[src/pcpi_defs.svh]
// Purpose: Constants of the control-pin block: offsets, fields, resets, times
// Assumes: Slow timebase near 32 kHz derived from CLK
// Notes: Times are in microseconds; tick counts round up
`ifndef PCPI_DEFS_SVH
`define PCPI_DEFS_SVH
// ----------------------------------------
// Target address and register pointers
// ----------------------------------------
`define PCPI_I2C_ADDR 7'h08
`define PCPI_REG_STATUS 8'h00
`define PCPI_REG_MASK 8'h01
`define PCPI_REG_SENSE 8'h02
`define PCPI_REG_CONFIG 8'h03
// ----------------------------------------
// Fields and reset values
// ----------------------------------------
`define PCPI_IRQ_BTN_REL 0
`define PCPI_IRQ_BTN_PRS 1
`define PCPI_IRQ_FAULT 2
`define PCPI_IRQ_STBY 3
`define PCPI_CFG_POL 0
`define PCPI_CFG_HOLD 2:1
`define PCPI_CFG_DBNC 4:3
`define PCPI_MASK_RST 4'hF
`define PCPI_STATUS_RST 4'h0
`define PCPI_CFG_RST 5'h00
`define PCPI_SYNC_RST 5'h1E
// ----------------------------------------
// Timing
// ----------------------------------------
`define PCPI_CLK_HZ 25000000
`define PCPI_SLOW_HZ 32768
`define PCPI_SLOW_DIV ((`PCPI_CLK_HZ + `PCPI_SLOW_HZ - 1) / `PCPI_SLOW_HZ)
`define PCPI_TK(us) ((64'(us) * `PCPI_SLOW_HZ + 64'd999999) / 64'd1000000)
`define PCPI_T_DBNC_SHORT_US 31250
`define PCPI_T_DBNC_MID_US 125000
`define PCPI_T_DBNC_LONG_US 750000
`define PCPI_T_FLT_RST_US 1800
`define PCPI_T_FLT_OFF_US 100000
`define PCPI_T_HOLD_STEP_US 1000
`define PCPI_T_LP0_US 4000000
`define PCPI_T_LP1_US 8000000
`define PCPI_T_LP2_US 12000000
`define PCPI_T_LP3_US 16000000
`define PCPI_T_POR_BASE_US 2000
`define PCPI_T_POR_MAX_US 1024000
`endif

[src/pcpi_pkg.sv]
// Purpose: Types shared by the control-pin block
// Assumes: Nothing
// Notes: States carry no explicit codes
package pcpi_pkg;
  typedef enum logic [2:0] {PWR_OFF, PWR_START, PWR_RDLY, PWR_RUN, PWR_STBY} pcpi_pwr_st_t;
  typedef enum logic [2:0] {
    I2C_IDLE, I2C_ADDR, I2C_AACK, I2C_WRB, I2C_RDB, I2C_RACK, I2C_RNXT
  } pcpi_i2c_st_t;
endpackage

[src/pcpi_reg_if.sv]
// Purpose: Register access path from the serial target to the register set
// Assumes: Single clock
// Notes: rdata is combinational from rd_addr
`timescale 1ns/100ps
`default_nettype none
interface pcpi_reg_if;
  logic wr_en;
  logic [7:0] addr;
  logic [7:0] wdata;
  logic [7:0] rd_addr;
  logic [7:0] rdata;
  modport tgt(output wr_en, output addr, output wdata, output rd_addr, input rdata);
  modport regs(input wr_en, input addr, input wdata, input rd_addr, output rdata);
endinterface
`default_nettype wire

[src/pcpi_i2c_tgt.sv]
// Purpose: Serial two-wire target, 7-bit address, pointer then data bytes
// Assumes: CLK far faster than the bus clock
// Notes: Never stretches the clock
`timescale 1ns/100ps
`default_nettype none
`include "pcpi_defs.svh"
module pcpi_i2c_tgt import pcpi_pkg::*; (
  input wire logic clk,
  input wire logic rst,
  input wire logic scl_in,
  input wire logic sda_in,
  output logic sda_oe,
  pcpi_reg_if.tgt bus
);
  logic [1:0] scl_s_r, sda_s_r;
  logic scl_q_r, sda_q_r;
  pcpi_i2c_st_t st_r, st_nxt;
  logic [2:0] bit_r, bit_nxt;
  logic [7:0] sh_r, sh_nxt, ptr_r, ptr_nxt, byte_in;
  logic rw_r, rw_nxt, first_r, first_nxt, oe_r, oe_nxt;
  logic scl, sda, rise, fall, start, stop;

  assign scl = scl_s_r[1];
  assign sda = sda_s_r[1];
  assign rise = scl & ~scl_q_r;
  assign fall = ~scl & scl_q_r;
  assign start = scl & scl_q_r & sda_q_r & ~sda;
  assign stop = scl & scl_q_r & ~sda_q_r & sda;
  assign byte_in = {sh_r[6:0], sda};
  assign sda_oe = oe_r;
  assign bus.rd_addr = ptr_r;

  always_comb begin
    st_nxt = st_r;
    bit_nxt = bit_r;
    sh_nxt = sh_r;
    ptr_nxt = ptr_r;
    rw_nxt = rw_r;
    first_nxt = first_r;
    oe_nxt = oe_r;
    bus.wr_en = 1'b0;
    bus.addr = ptr_r;
    bus.wdata = byte_in;
    if (start) begin
      st_nxt = I2C_ADDR;
      bit_nxt = 3'h0;
      oe_nxt = 1'b0;
    end else if (stop) begin
      st_nxt = I2C_IDLE;
      oe_nxt = 1'b0;
    end else begin
      case (st_r)
        I2C_ADDR: if (rise) begin
          sh_nxt = byte_in;
          bit_nxt = bit_r + 3'h1;
          if (bit_r == 3'h7) begin
            rw_nxt = sda;
            first_nxt = 1'b1;
            // General call never matches, so it is left unanswered
            st_nxt = (sh_r[6:0] == `PCPI_I2C_ADDR) ? I2C_AACK : I2C_IDLE;
          end
        end
        I2C_AACK: if (fall) begin
          if (!oe_r) begin
            oe_nxt = 1'b1;
          end else if (rw_r) begin
            st_nxt = I2C_RDB;
            sh_nxt = bus.rdata;
            oe_nxt = ~bus.rdata[7];
            bit_nxt = 3'h0;
            ptr_nxt = ptr_r + 8'h01;
          end else begin
            oe_nxt = 1'b0;
            st_nxt = I2C_WRB;
            bit_nxt = 3'h0;
          end
        end
        I2C_WRB: if (rise) begin
          sh_nxt = byte_in;
          bit_nxt = bit_r + 3'h1;
          if (bit_r == 3'h7) begin
            st_nxt = I2C_AACK;
            if (first_r) begin
              ptr_nxt = byte_in;
              first_nxt = 1'b0;
            end else begin
              bus.wr_en = 1'b1;
              ptr_nxt = ptr_r + 8'h01;
            end
          end
        end
        I2C_RDB: if (fall) begin
          if (bit_r == 3'h7) begin
            oe_nxt = 1'b0;
            st_nxt = I2C_RACK;
          end else begin
            sh_nxt = {sh_r[6:0], 1'b0};
            oe_nxt = ~sh_r[6];
            bit_nxt = bit_r + 3'h1;
          end
        end
        I2C_RACK: if (rise) begin
          st_nxt = sda ? I2C_IDLE : I2C_RNXT;
        end
        I2C_RNXT: if (fall) begin
          st_nxt = I2C_RDB;
          sh_nxt = bus.rdata;
          oe_nxt = ~bus.rdata[7];
          bit_nxt = 3'h0;
          ptr_nxt = ptr_r + 8'h01;
        end
        default: st_nxt = I2C_IDLE;
      endcase
    end
  end

  always_ff @(posedge clk) begin
    if (rst) begin
      scl_s_r <= 2'h3;
      sda_s_r <= 2'h3;
      scl_q_r <= 1'b1;
      sda_q_r <= 1'b1;
      st_r <= I2C_IDLE;
      bit_r <= 3'h0;
      sh_r <= 8'h00;
      ptr_r <= 8'h00;
      rw_r <= 1'b0;
      first_r <= 1'b0;
      oe_r <= 1'b0;
    end else begin
      scl_s_r <= {scl_s_r[0], scl_in};
      sda_s_r <= {sda_s_r[0], sda_in};
      scl_q_r <= scl;
      sda_q_r <= sda;
      st_r <= st_nxt;
      bit_r <= bit_nxt;
      sh_r <= sh_nxt;
      ptr_r <= ptr_nxt;
      rw_r <= rw_nxt;
      first_r <= first_nxt;
      oe_r <= oe_nxt;
    end
  end
endmodule
`default_nettype wire

[src/pcpi_top.sv]
// Purpose: Control pins of a power manager: request, reset, interrupt, keys
// Assumes: POWER_ON_CMD, SEQ_DONE and FAULT_IN come from logic on CLK
// Notes: Slow timebase is a tick enable; SLOW_DIV shortens every timer
`timescale 1ns/100ps
`default_nettype none
`include "pcpi_defs.svh"
module pcpi_top import pcpi_pkg::*; #(
  parameter int SLOW_DIV = `PCPI_SLOW_DIV
) (
  input wire logic CLK,
  input wire logic SYS_RST,
  input wire logic LP_REQUEST_IN,
  input wire logic WATCHDOG_HARD_RESET_IN,
  input wire logic PUSH_BUTTON_IN,
  input wire logic SCL_IN,
  input wire logic SDA_IN,
  output logic SDA_OUT,
  output logic SDA_OE,
  input wire logic PROCESSOR_RESET_OUT_N_I,
  output logic PROCESSOR_RESET_OUT_N_O,
  output logic PROCESSOR_RESET_OUT_N_OE,
  input wire logic IRQ_OUT_N_I,
  output logic IRQ_OUT_N_O,
  output logic IRQ_OUT_N_OE,
  input wire logic POWER_ON_CMD,
  input wire logic SEQ_DONE,
  input wire logic FAULT_IN,
  input wire logic FAULT_RESET_MODE_ENABLE,
  input wire logic [2:0] RESET_RELEASE_DELAY_SEL,
  input wire logic [1:0] LONG_PRESS_TIME_SEL,
  output logic REGS_ON,
  output logic STANDBY_ACTIVE
);
  localparam logic [6:0] HOLD_STEP_TK = 7'(`PCPI_TK(`PCPI_T_HOLD_STEP_US));
  localparam logic [14:0] DB_SHORT_TK = 15'(`PCPI_TK(`PCPI_T_DBNC_SHORT_US));
  localparam logic [14:0] DB_MID_TK = 15'(`PCPI_TK(`PCPI_T_DBNC_MID_US));
  localparam logic [14:0] DB_LONG_TK = 15'(`PCPI_TK(`PCPI_T_DBNC_LONG_US));
  localparam logic [11:0] FLT_RST_TK = 12'(`PCPI_TK(`PCPI_T_FLT_RST_US));
  localparam logic [11:0] FLT_OFF_TK = 12'(`PCPI_TK(`PCPI_T_FLT_OFF_US));
  localparam logic [15:0] POR_BASE_TK = 16'(`PCPI_TK(`PCPI_T_POR_BASE_US));
  localparam logic [15:0] POR_MAX_TK = 16'(`PCPI_TK(`PCPI_T_POR_MAX_US));
  localparam logic [19:0] LP0_TK = 20'(`PCPI_TK(`PCPI_T_LP0_US));
  localparam logic [19:0] LP1_TK = 20'(`PCPI_TK(`PCPI_T_LP1_US));
  localparam logic [19:0] LP2_TK = 20'(`PCPI_TK(`PCPI_T_LP2_US));
  localparam logic [19:0] LP3_TK = 20'(`PCPI_TK(`PCPI_T_LP3_US));

  pcpi_reg_if rif();

  pcpi_i2c_tgt u_i2c (
    .clk(CLK),
    .rst(SYS_RST),
    .scl_in(SCL_IN),
    .sda_in(SDA_IN),
    .sda_oe(SDA_OE),
    .bus(rif.tgt)
  );

  // ----------------------------------------
  // Synchronisers and slow tick
  // ----------------------------------------
  logic [4:0] s1_r, s2_r, pins;
  logic [9:0] div_r, div_nxt;
  logic tick_r, tick_nxt;
  logic req_pin, wdog_ok, btn_prs, rst_pin, irq_pin;

  assign pins = {IRQ_OUT_N_I, PROCESSOR_RESET_OUT_N_I, PUSH_BUTTON_IN,
                 WATCHDOG_HARD_RESET_IN, LP_REQUEST_IN};
  assign req_pin = s2_r[0];
  assign wdog_ok = s2_r[1];
  assign btn_prs = ~s2_r[2];
  assign rst_pin = s2_r[3];
  assign irq_pin = s2_r[4];

  always_comb begin
    tick_nxt = (div_r == 10'(SLOW_DIV - 1));
    div_nxt = tick_nxt ? 10'h000 : div_r + 10'h001;
  end

  always_ff @(posedge CLK) begin
    if (SYS_RST) begin
      s1_r <= `PCPI_SYNC_RST;
      s2_r <= `PCPI_SYNC_RST;
      div_r <= 10'h000;
      tick_r <= 1'b0;
    end else begin
      s1_r <= pins;
      s2_r <= s1_r;
      div_r <= div_nxt;
      tick_r <= tick_nxt;
    end
  end

  // ----------------------------------------
  // Low-power request
  // ----------------------------------------
  logic [4:0] cfg_r, cfg_nxt;
  logic [2:0] rq_sh_r, rq_sh_nxt;
  logic [6:0] hold_r, hold_nxt, hold_lim;
  logic req_eff_r, req_eff_nxt, req_raw, req_q;

  always_comb begin
    req_raw = req_pin ^ cfg_r[`PCPI_CFG_POL];
    req_q = rq_sh_r[2];
    rq_sh_nxt = tick_r ? {rq_sh_r[1:0], req_raw} : rq_sh_r;
    hold_lim = 7'(cfg_r[`PCPI_CFG_HOLD]) * HOLD_STEP_TK;
    req_eff_nxt = req_eff_r;
    hold_nxt = hold_r;
    // Only entry is held off; leaving standby is not delayed
    if (req_q == req_eff_r) begin
      hold_nxt = 7'h00;
    end else if (!req_q || hold_r >= hold_lim) begin
      req_eff_nxt = req_q;
      hold_nxt = 7'h00;
    end else if (tick_r) begin
      hold_nxt = hold_r + 7'h01;
    end
  end

  always_ff @(posedge CLK) begin
    if (SYS_RST) begin
      rq_sh_r <= 3'h0;
      hold_r <= 7'h00;
      req_eff_r <= 1'b0;
    end else begin
      rq_sh_r <= rq_sh_nxt;
      hold_r <= hold_nxt;
      req_eff_r <= req_eff_nxt;
    end
  end

  // ----------------------------------------
  // Push-button debounce and long press
  // ----------------------------------------
  logic btn_db_r, btn_db_nxt, lp_done_r, lp_done_nxt;
  logic [14:0] dbc_r, dbc_nxt, db_lim;
  logic [19:0] lp_r, lp_nxt, lp_lim;
  logic btn_rel_ev, btn_prs_ev, long_ev;

  always_comb begin
    case (cfg_r[`PCPI_CFG_DBNC])
      2'h2: db_lim = DB_MID_TK;
      2'h3: db_lim = DB_LONG_TK;
      default: db_lim = DB_SHORT_TK;
    endcase
    if (btn_db_r) begin
      db_lim = DB_SHORT_TK;
    end
    case (LONG_PRESS_TIME_SEL)
      2'h0: lp_lim = LP0_TK;
      2'h1: lp_lim = LP1_TK;
      2'h2: lp_lim = LP2_TK;
      default: lp_lim = LP3_TK;
    endcase
    btn_db_nxt = btn_db_r;
    dbc_nxt = dbc_r;
    btn_rel_ev = 1'b0;
    btn_prs_ev = 1'b0;
    if (btn_prs == btn_db_r) begin
      dbc_nxt = 15'h0000;
    end else if (dbc_r >= db_lim) begin
      btn_db_nxt = btn_prs;
      dbc_nxt = 15'h0000;
      btn_prs_ev = btn_prs;
      btn_rel_ev = ~btn_prs;
    end else if (tick_r) begin
      dbc_nxt = dbc_r + 15'h0001;
    end
    long_ev = btn_db_r && !lp_done_r && (lp_r >= lp_lim);
    lp_nxt = lp_r;
    lp_done_nxt = lp_done_r | long_ev;
    if (!btn_db_r) begin
      lp_nxt = 20'h00000;
      lp_done_nxt = 1'b0;
    end else if (tick_r && !lp_done_r && !long_ev) begin
      lp_nxt = lp_r + 20'h00001;
    end
  end

  always_ff @(posedge CLK) begin
    if (SYS_RST) begin
      btn_db_r <= 1'b0;
      dbc_r <= 15'h0000;
      lp_r <= 20'h00000;
      lp_done_r <= 1'b0;
    end else begin
      btn_db_r <= btn_db_nxt;
      dbc_r <= dbc_nxt;
      lp_r <= lp_nxt;
      lp_done_r <= lp_done_nxt;
    end
  end

  // ----------------------------------------
  // Power state, processor reset, fault timer
  // ----------------------------------------
  pcpi_pwr_st_t st_r, st_nxt;
  logic [15:0] por_r, por_nxt, por_lim;
  logic [11:0] flt_r, flt_nxt;
  logic rst_oe_r, rst_oe_nxt, fseen_r, fseen_nxt, flt_q_r;
  logic regs_r, stby_r, flt_rst, flt_off, sys_on;

  always_comb begin
    case (RESET_RELEASE_DELAY_SEL)
      3'h6: por_lim = POR_BASE_TK << 7;
      3'h7: por_lim = POR_MAX_TK;
      default: por_lim = POR_BASE_TK << RESET_RELEASE_DELAY_SEL;
    endcase
    flt_nxt = (FAULT_IN && st_r != PWR_OFF) ? flt_r : 12'h000;
    if (FAULT_IN && st_r != PWR_OFF && tick_r && flt_r != 12'hFFF) begin
      flt_nxt = flt_r + 12'h001;
    end
    flt_rst = FAULT_RESET_MODE_ENABLE && (flt_r >= FLT_RST_TK);
    flt_off = FAULT_RESET_MODE_ENABLE && (flt_r >= FLT_OFF_TK);
    sys_on = (st_r == PWR_RUN) || (st_r == PWR_STBY);
    st_nxt = st_r;
    por_nxt = por_r;
    rst_oe_nxt = rst_oe_r;
    fseen_nxt = fseen_r | (FAULT_IN && !sys_on);
    case (st_r)
      PWR_OFF: begin
        rst_oe_nxt = 1'b1;
        if (POWER_ON_CMD || btn_prs_ev) begin
          st_nxt = PWR_START;
          fseen_nxt = 1'b0;
        end
      end
      PWR_START: if (SEQ_DONE) begin
        st_nxt = PWR_RDLY;
        por_nxt = 16'h0000;
      end
      PWR_RDLY: if (por_r >= por_lim) begin
        if (!(FAULT_RESET_MODE_ENABLE && fseen_r)) begin
          st_nxt = PWR_RUN;
          rst_oe_nxt = 1'b0;
        end
      end else if (tick_r) begin
        por_nxt = por_r + 16'h0001;
      end
      PWR_RUN: begin
        rst_oe_nxt = flt_rst;
        if (req_eff_r) begin
          st_nxt = PWR_STBY;
        end
      end
      PWR_STBY: begin
        rst_oe_nxt = flt_rst;
        if (!req_eff_r) begin
          st_nxt = PWR_RUN;
        end
      end
      default: st_nxt = PWR_OFF;
    endcase
    // Watchdog only counts once the processor is out of reset
    if ((sys_on && !wdog_ok) || (st_r != PWR_OFF && (long_ev || flt_off))) begin
      st_nxt = PWR_OFF;
      rst_oe_nxt = 1'b1;
    end
  end

  always_ff @(posedge CLK) begin
    if (SYS_RST) begin
      st_r <= PWR_OFF;
      por_r <= 16'h0000;
      flt_r <= 12'h000;
      rst_oe_r <= 1'b1;
      fseen_r <= 1'b0;
      flt_q_r <= 1'b0;
      regs_r <= 1'b0;
      stby_r <= 1'b0;
    end else begin
      st_r <= st_nxt;
      por_r <= por_nxt;
      flt_r <= flt_nxt;
      rst_oe_r <= rst_oe_nxt;
      fseen_r <= fseen_nxt;
      flt_q_r <= FAULT_IN;
      regs_r <= (st_nxt != PWR_OFF);
      stby_r <= (st_nxt == PWR_STBY);
    end
  end

  // ----------------------------------------
  // Interrupt status, masks, config, readback
  // ----------------------------------------
  logic [3:0] status_r, status_nxt, mask_r, mask_nxt, irq_set, irq_clr;
  logic irq_oe_r, irq_oe_nxt;

  always_comb begin
    irq_set = 4'h0;
    irq_set[`PCPI_IRQ_BTN_REL] = btn_rel_ev;
    irq_set[`PCPI_IRQ_BTN_PRS] = btn_prs_ev;
    irq_set[`PCPI_IRQ_FAULT] = FAULT_IN & ~flt_q_r;
    irq_set[`PCPI_IRQ_STBY] = req_eff_nxt ^ req_eff_r;
    irq_clr = 4'h0;
    if (rif.wr_en && rif.addr == `PCPI_REG_STATUS) begin
      irq_clr = rif.wdata[3:0];
    end
    // A new event in the clearing cycle survives; masks never stop it
    status_nxt = (status_r & ~irq_clr) | irq_set;
    if (st_r == PWR_OFF) begin
      status_nxt[`PCPI_IRQ_BTN_REL] = 1'b0;
      status_nxt[`PCPI_IRQ_BTN_PRS] = 1'b0;
    end
    mask_nxt = mask_r;
    if (rif.wr_en && rif.addr == `PCPI_REG_MASK) begin
      mask_nxt = rif.wdata[3:0];
    end
    cfg_nxt = cfg_r;
    if (rif.wr_en && rif.addr == `PCPI_REG_CONFIG) begin
      cfg_nxt = rif.wdata[4:0];
    end
    irq_oe_nxt = |(status_r & ~mask_r);
    case (rif.rd_addr)
      `PCPI_REG_STATUS: rif.rdata = {4'h0, status_r};
      `PCPI_REG_MASK: rif.rdata = {4'h0, mask_r};
      `PCPI_REG_SENSE: rif.rdata = {2'h0, irq_pin, rst_pin, wdog_ok, FAULT_IN,
                                    btn_db_r, req_q};
      `PCPI_REG_CONFIG: rif.rdata = {3'h0, cfg_r};
      default: rif.rdata = 8'h00;
    endcase
  end

  always_ff @(posedge CLK) begin
    if (SYS_RST) begin
      status_r <= `PCPI_STATUS_RST;
      mask_r <= `PCPI_MASK_RST;
      cfg_r <= `PCPI_CFG_RST;
      irq_oe_r <= 1'b0;
    end else begin
      status_r <= status_nxt;
      mask_r <= mask_nxt;
      cfg_r <= cfg_nxt;
      irq_oe_r <= irq_oe_nxt;
    end
  end

  // Open-drain pins only ever pull low
  assign SDA_OUT = 1'b0;
  assign PROCESSOR_RESET_OUT_N_O = 1'b0;
  assign PROCESSOR_RESET_OUT_N_OE = rst_oe_r;
  assign IRQ_OUT_N_O = 1'b0;
  assign IRQ_OUT_N_OE = irq_oe_r;
  assign REGS_ON = regs_r;
  assign STANDBY_ACTIVE = stby_r;
endmodule
`default_nettype wire

[config.mk]
export PLATFORM = sky130hd
export DESIGN_NAME = pcpi_top
export DESIGN_NICKNAME = d
export VERILOG_FILES = /design/src/pcpi_pkg.sv /design/src/pcpi_reg_if.sv /design/src/pcpi_i2c_tgt.sv /design/src/pcpi_top.sv
export VERILOG_INCLUDE_DIRS = /design/src
export SDC_FILE = /design/constraint.sdc
export NUM_CORES = 1
export LEC_CHECK = 0
export ABC_CLOCK_PERIOD_IN_PS = 3900
export BUFFER_PORTS_ARGS = -buffer_cell sky130_fd_sc_hd__buf_2
export CORE_ASPECT_RATIO = 1.75
export CORE_MARGIN = 2
export CORE_UTILIZATION = 50
export CTS_CLUSTER_SIZE = 20
export DETAILED_ROUTE_END_ITERATION = 10
export PLACE_DENSITY_LB_ADDON = 0.25
export SYNTH_ARGS = -nofsm -noshare
export SYNTH_HDL_FRONTEND = slang
export SYNTH_SLANG_ARGS = --single-unit
[constraint.sdc]
create_clock -name CLK -period 3.9 [get_ports CLK]
set_input_delay 0.585 -clock CLK [delete_from_list [all_inputs] [get_ports CLK]]
set_output_delay 0.585 -clock CLK [all_outputs]
set_load 0.02 [all_outputs]
==> results.md <==
* Run status: finished, final reports clean
* Vias in the first global route at a little over 6000
* Clk root buf: clkbuf_16
* FF-to-FF path depth at 9
* Area grow syn2layout at 10.4%
* P per Cell Area at around 390 nW/µm²
* DRT Pass-1 Iters at 4
* Peak Freq at around 350 MHz
* DRC errors left at 0
* Setup bufs post-CTS at 0
* Period utilization at approximately 73%
* GRT Total Usage at about 21%
* Max-cap violation count at 0
* Combinational Power Share at between 4 and 5%
* Die area at around 16000 µm²
* Die Y at roughly 170 µm
* Max-slew violations at 0
* Synth Cell Area at about 7700 µm²
* Fin. Hold Viols at 0
* Final WL at ~17000 µm
* Hold Crit Class: in2reg
* Crit path max fanout at 10
* I/O pins at 26
* Setup TNS Final at 0 ps
* WS Path Type: reg2reg
* DR iter-0 viols at between 200 and 250
* Critical path arrival at roughly 3200 ps
* CTS max path bufs at 2
* WP data required at ~4300 ps
* Sw power at about 0.00082 W
* CTS Hold Bufs at 0
* Fillers at 1434
* Static Leak at roughly 3.0 nW
* Nets at 1004
* Via density at ~5.7
* Dominant cell type by area after synthesis: dfxtp_1
* Ant diodes at 0
* Crit path capture type: flop
* Vias at approximately 6500
* Relative slew slack at 47.8%
* Clock Sinks at approximately 150
* Yosys warning total at 0
* Top_reg_cell synth: dfxtp_1
* Die X at 97.8 µm
* EDFF count, synth at 0
* Clock network fraction of total power at 48.2%
* CP startpoint kind: flop
* DP Area at 7920 µm²
* Internal at about 0.0025 W
* Routed wire per std cell at 14.5 µm
* I/O Buffers at 22
* Post-CTS Resized at 0
* Clk_lat worst skew at roughly 420 ps
* Synthesized area per cell at 8.24 µm²
* Largest net degree at the start of global routing at 46
* Fin area at around 8500 µm²
* Post-DP HPWL at 12000 µm
* # rows at 60
* Top post-synthesis cells by count: 149 x dfxtp_1, 119 x nor2_1, 68 x nand2_1, 62 x a21oi_1, 44 x ha_1
* Worst-margin pin slew at around 780 ps
* WHS Path Cells at 2
* Synth cell types at 61
* Sequential element share of the synthesized area at between 30 and 40%
* Switching share of power at ~25%
* Core ar. at between 15000 and 20000 µm²
* Most frequent cell after synthesis: dfxtp_1
* Maximum VDD drop at roughly 270 µV
* Asr flop ratio synth at 0%
* Initial Util at between 50% and 60%
* Mapped Cells at 935
* Sequential power share at between 40 and 50%
* Share of cells above drive strength 1 at 8.69%
* Crit path time final at 2830 ps
* Top-area cell type share of the netlist area at between 30% and 40%
* Clock Skews at around 9.5 ps
* Num CTS Buffers at 17
* Routability cong. at 0.805
* Antenna-violating nets left at 0
* First-pass GRT wire length at about 28000 µm
* Largest cells by area after synthesis: dfxtp_1 39%, ha_1 7.1%, nor2_1 5.8%, a21oi_1 4.0%, xnor2_1 3.8%
* CTS tree: built
* GRT Residual Overflow at 0
* FF+latch count, synth at 149
* Clk slew on worst S/H paths at roughly 70 ps
* RSZ-0062 raised after global routing: false
* Max H-tree Level at 4
* Initial antenna violation count at 0
* Final setup violation count at 0
## worst max-delay path, cell delays in order (launching register included)
cell and delay (ps):
dfxtp_1 440, nand2b_1 250, or2_2 290, ha_1 270, nand3_1 60, o21ai_1 390
nor3b_1 430, a31oi_1 150, a221oi_1 380, a21o_1 120
## layout by cell type, fill, tap and decap left out, types with 5 or more instances in the layout
cell type	count
or2_2	20
nand4b_1	5
buf_2	22
clkbuf_16	17
a211oi_1	11
mux2i_1	9
nor2_1	119
or3_1	20
dfxtp_1	149
ha_1	44
and2_1	5
o21ai_1	7
or4_1	9
a21oi_1	62
and3_1	23
a21o_1	5
o31ai_1	8
nand3_1	40
a22oi_1	15
inv_1	40
nor2b_1	11
nand4_1	20
nand2b_1	13
nor3_1	22
buf_4	6
nand2_1	68
xor2_1	21
a211o_1	6
inv_6	5
a22o_1	5
nand3b_1	6
o21ai_0	36
clkinvlp_4	5
nor4_1	8
xnor2_1	33
## sequential cells by signal, indices dropped and copies added, names as in the netlist, 2 cells and up
| name | cells |
|---|---|
| lp_r | 20 |
| por_r | 16 |
| dbc_r | 15 |
| flt_r | 12 |
| div_r | 10 |
| u_i2c.bus.addr | 8 |
| hold_r | 7 |
| u_i2c.sh_r | 7 |
| cfg_r | 5 |
| s1_r | 5 |
| s2_r | 5 |
| mask_r | 4 |
| status_r | 4 |
| rq_sh_r | 3 |
| st_r | 3 |
| u_i2c.bit_r | 3 |
| u_i2c.st_r | 3 |
| u_i2c.scl_s_r | 2 |
| u_i2c.sda_s_r | 2 |
## final timing paths
kind	startpoint	end	slack, ps
worst max-delay path	btn_db_r	REGS_ON	1070
worst min-delay path	PUSH_BUTTON_IN	s1_r[2]	340
worst max register to register	btn_db_r	REGS_ON	1070
worst min register to register	s1_r[3]	s2_r[3]	410
## per-layer routing
metal	routed length, µm	GRT usage (%)	vias up
met5	0	0	-
met1	6680	22.3	3075
met2	9020	39.2	78
li1	-	-	3321
met4	523	9.18	0
met3	370	3.53	36
## kinds of logic after synthesis
family	share of synthesized area, %
AND/OR/NAND/NOR	26.6
AO/OA/AOI/OAI	15.8
flip-flops	38.7
buffers and inverters	4.24
XOR/XNOR	6.14
adder cells (fa/ha/maj)	7.15
multiplexers	1.17
other	0.0975
## per-stage QoR
step	hold WS, ps	total power [W]	setup WS [ps]	utilization, %	instances
final	339	0.00333	1070	55.8	1141
after global routing	328	0.00345	898	55.8	1141
after CTS	331	0.00337	1060	55.8	1141
after detailed placement	395	0.00176	708	52.0	1109
after global placement	392	0.00176	738	52.0	1109
after floorplan	389	0.00172	882	-	937
## power groups by stage
stage	logic, W	clock network (W)	registers (W)
after detailed placement	0.000165	0	0.00160
after floorplan	0.000132	0	0.00159
after CTS	0.000166	0.00164	0.00156
after global placement	0.000163	0	0.00160
after global routing	0.000186	0.00170	0.00157
final	0.000163	0.00161	0.00157
## area by class of cell
cell class | instances | area, µm² | area share (%)
clock buffers | 18 | 439 | 5.17
well taps | 186 | 233 | 2.74
clock inverters | 14 | 140 | 1.65
repair buffers | 28 | 155 | 1.83
multi-input cells | 706 | 4400 | 51.8
flip-flops and latches | 149 | 2980 | 35.1
inverters | 40 | 150 | 1.77
Power figures use the tool's default switching activity.
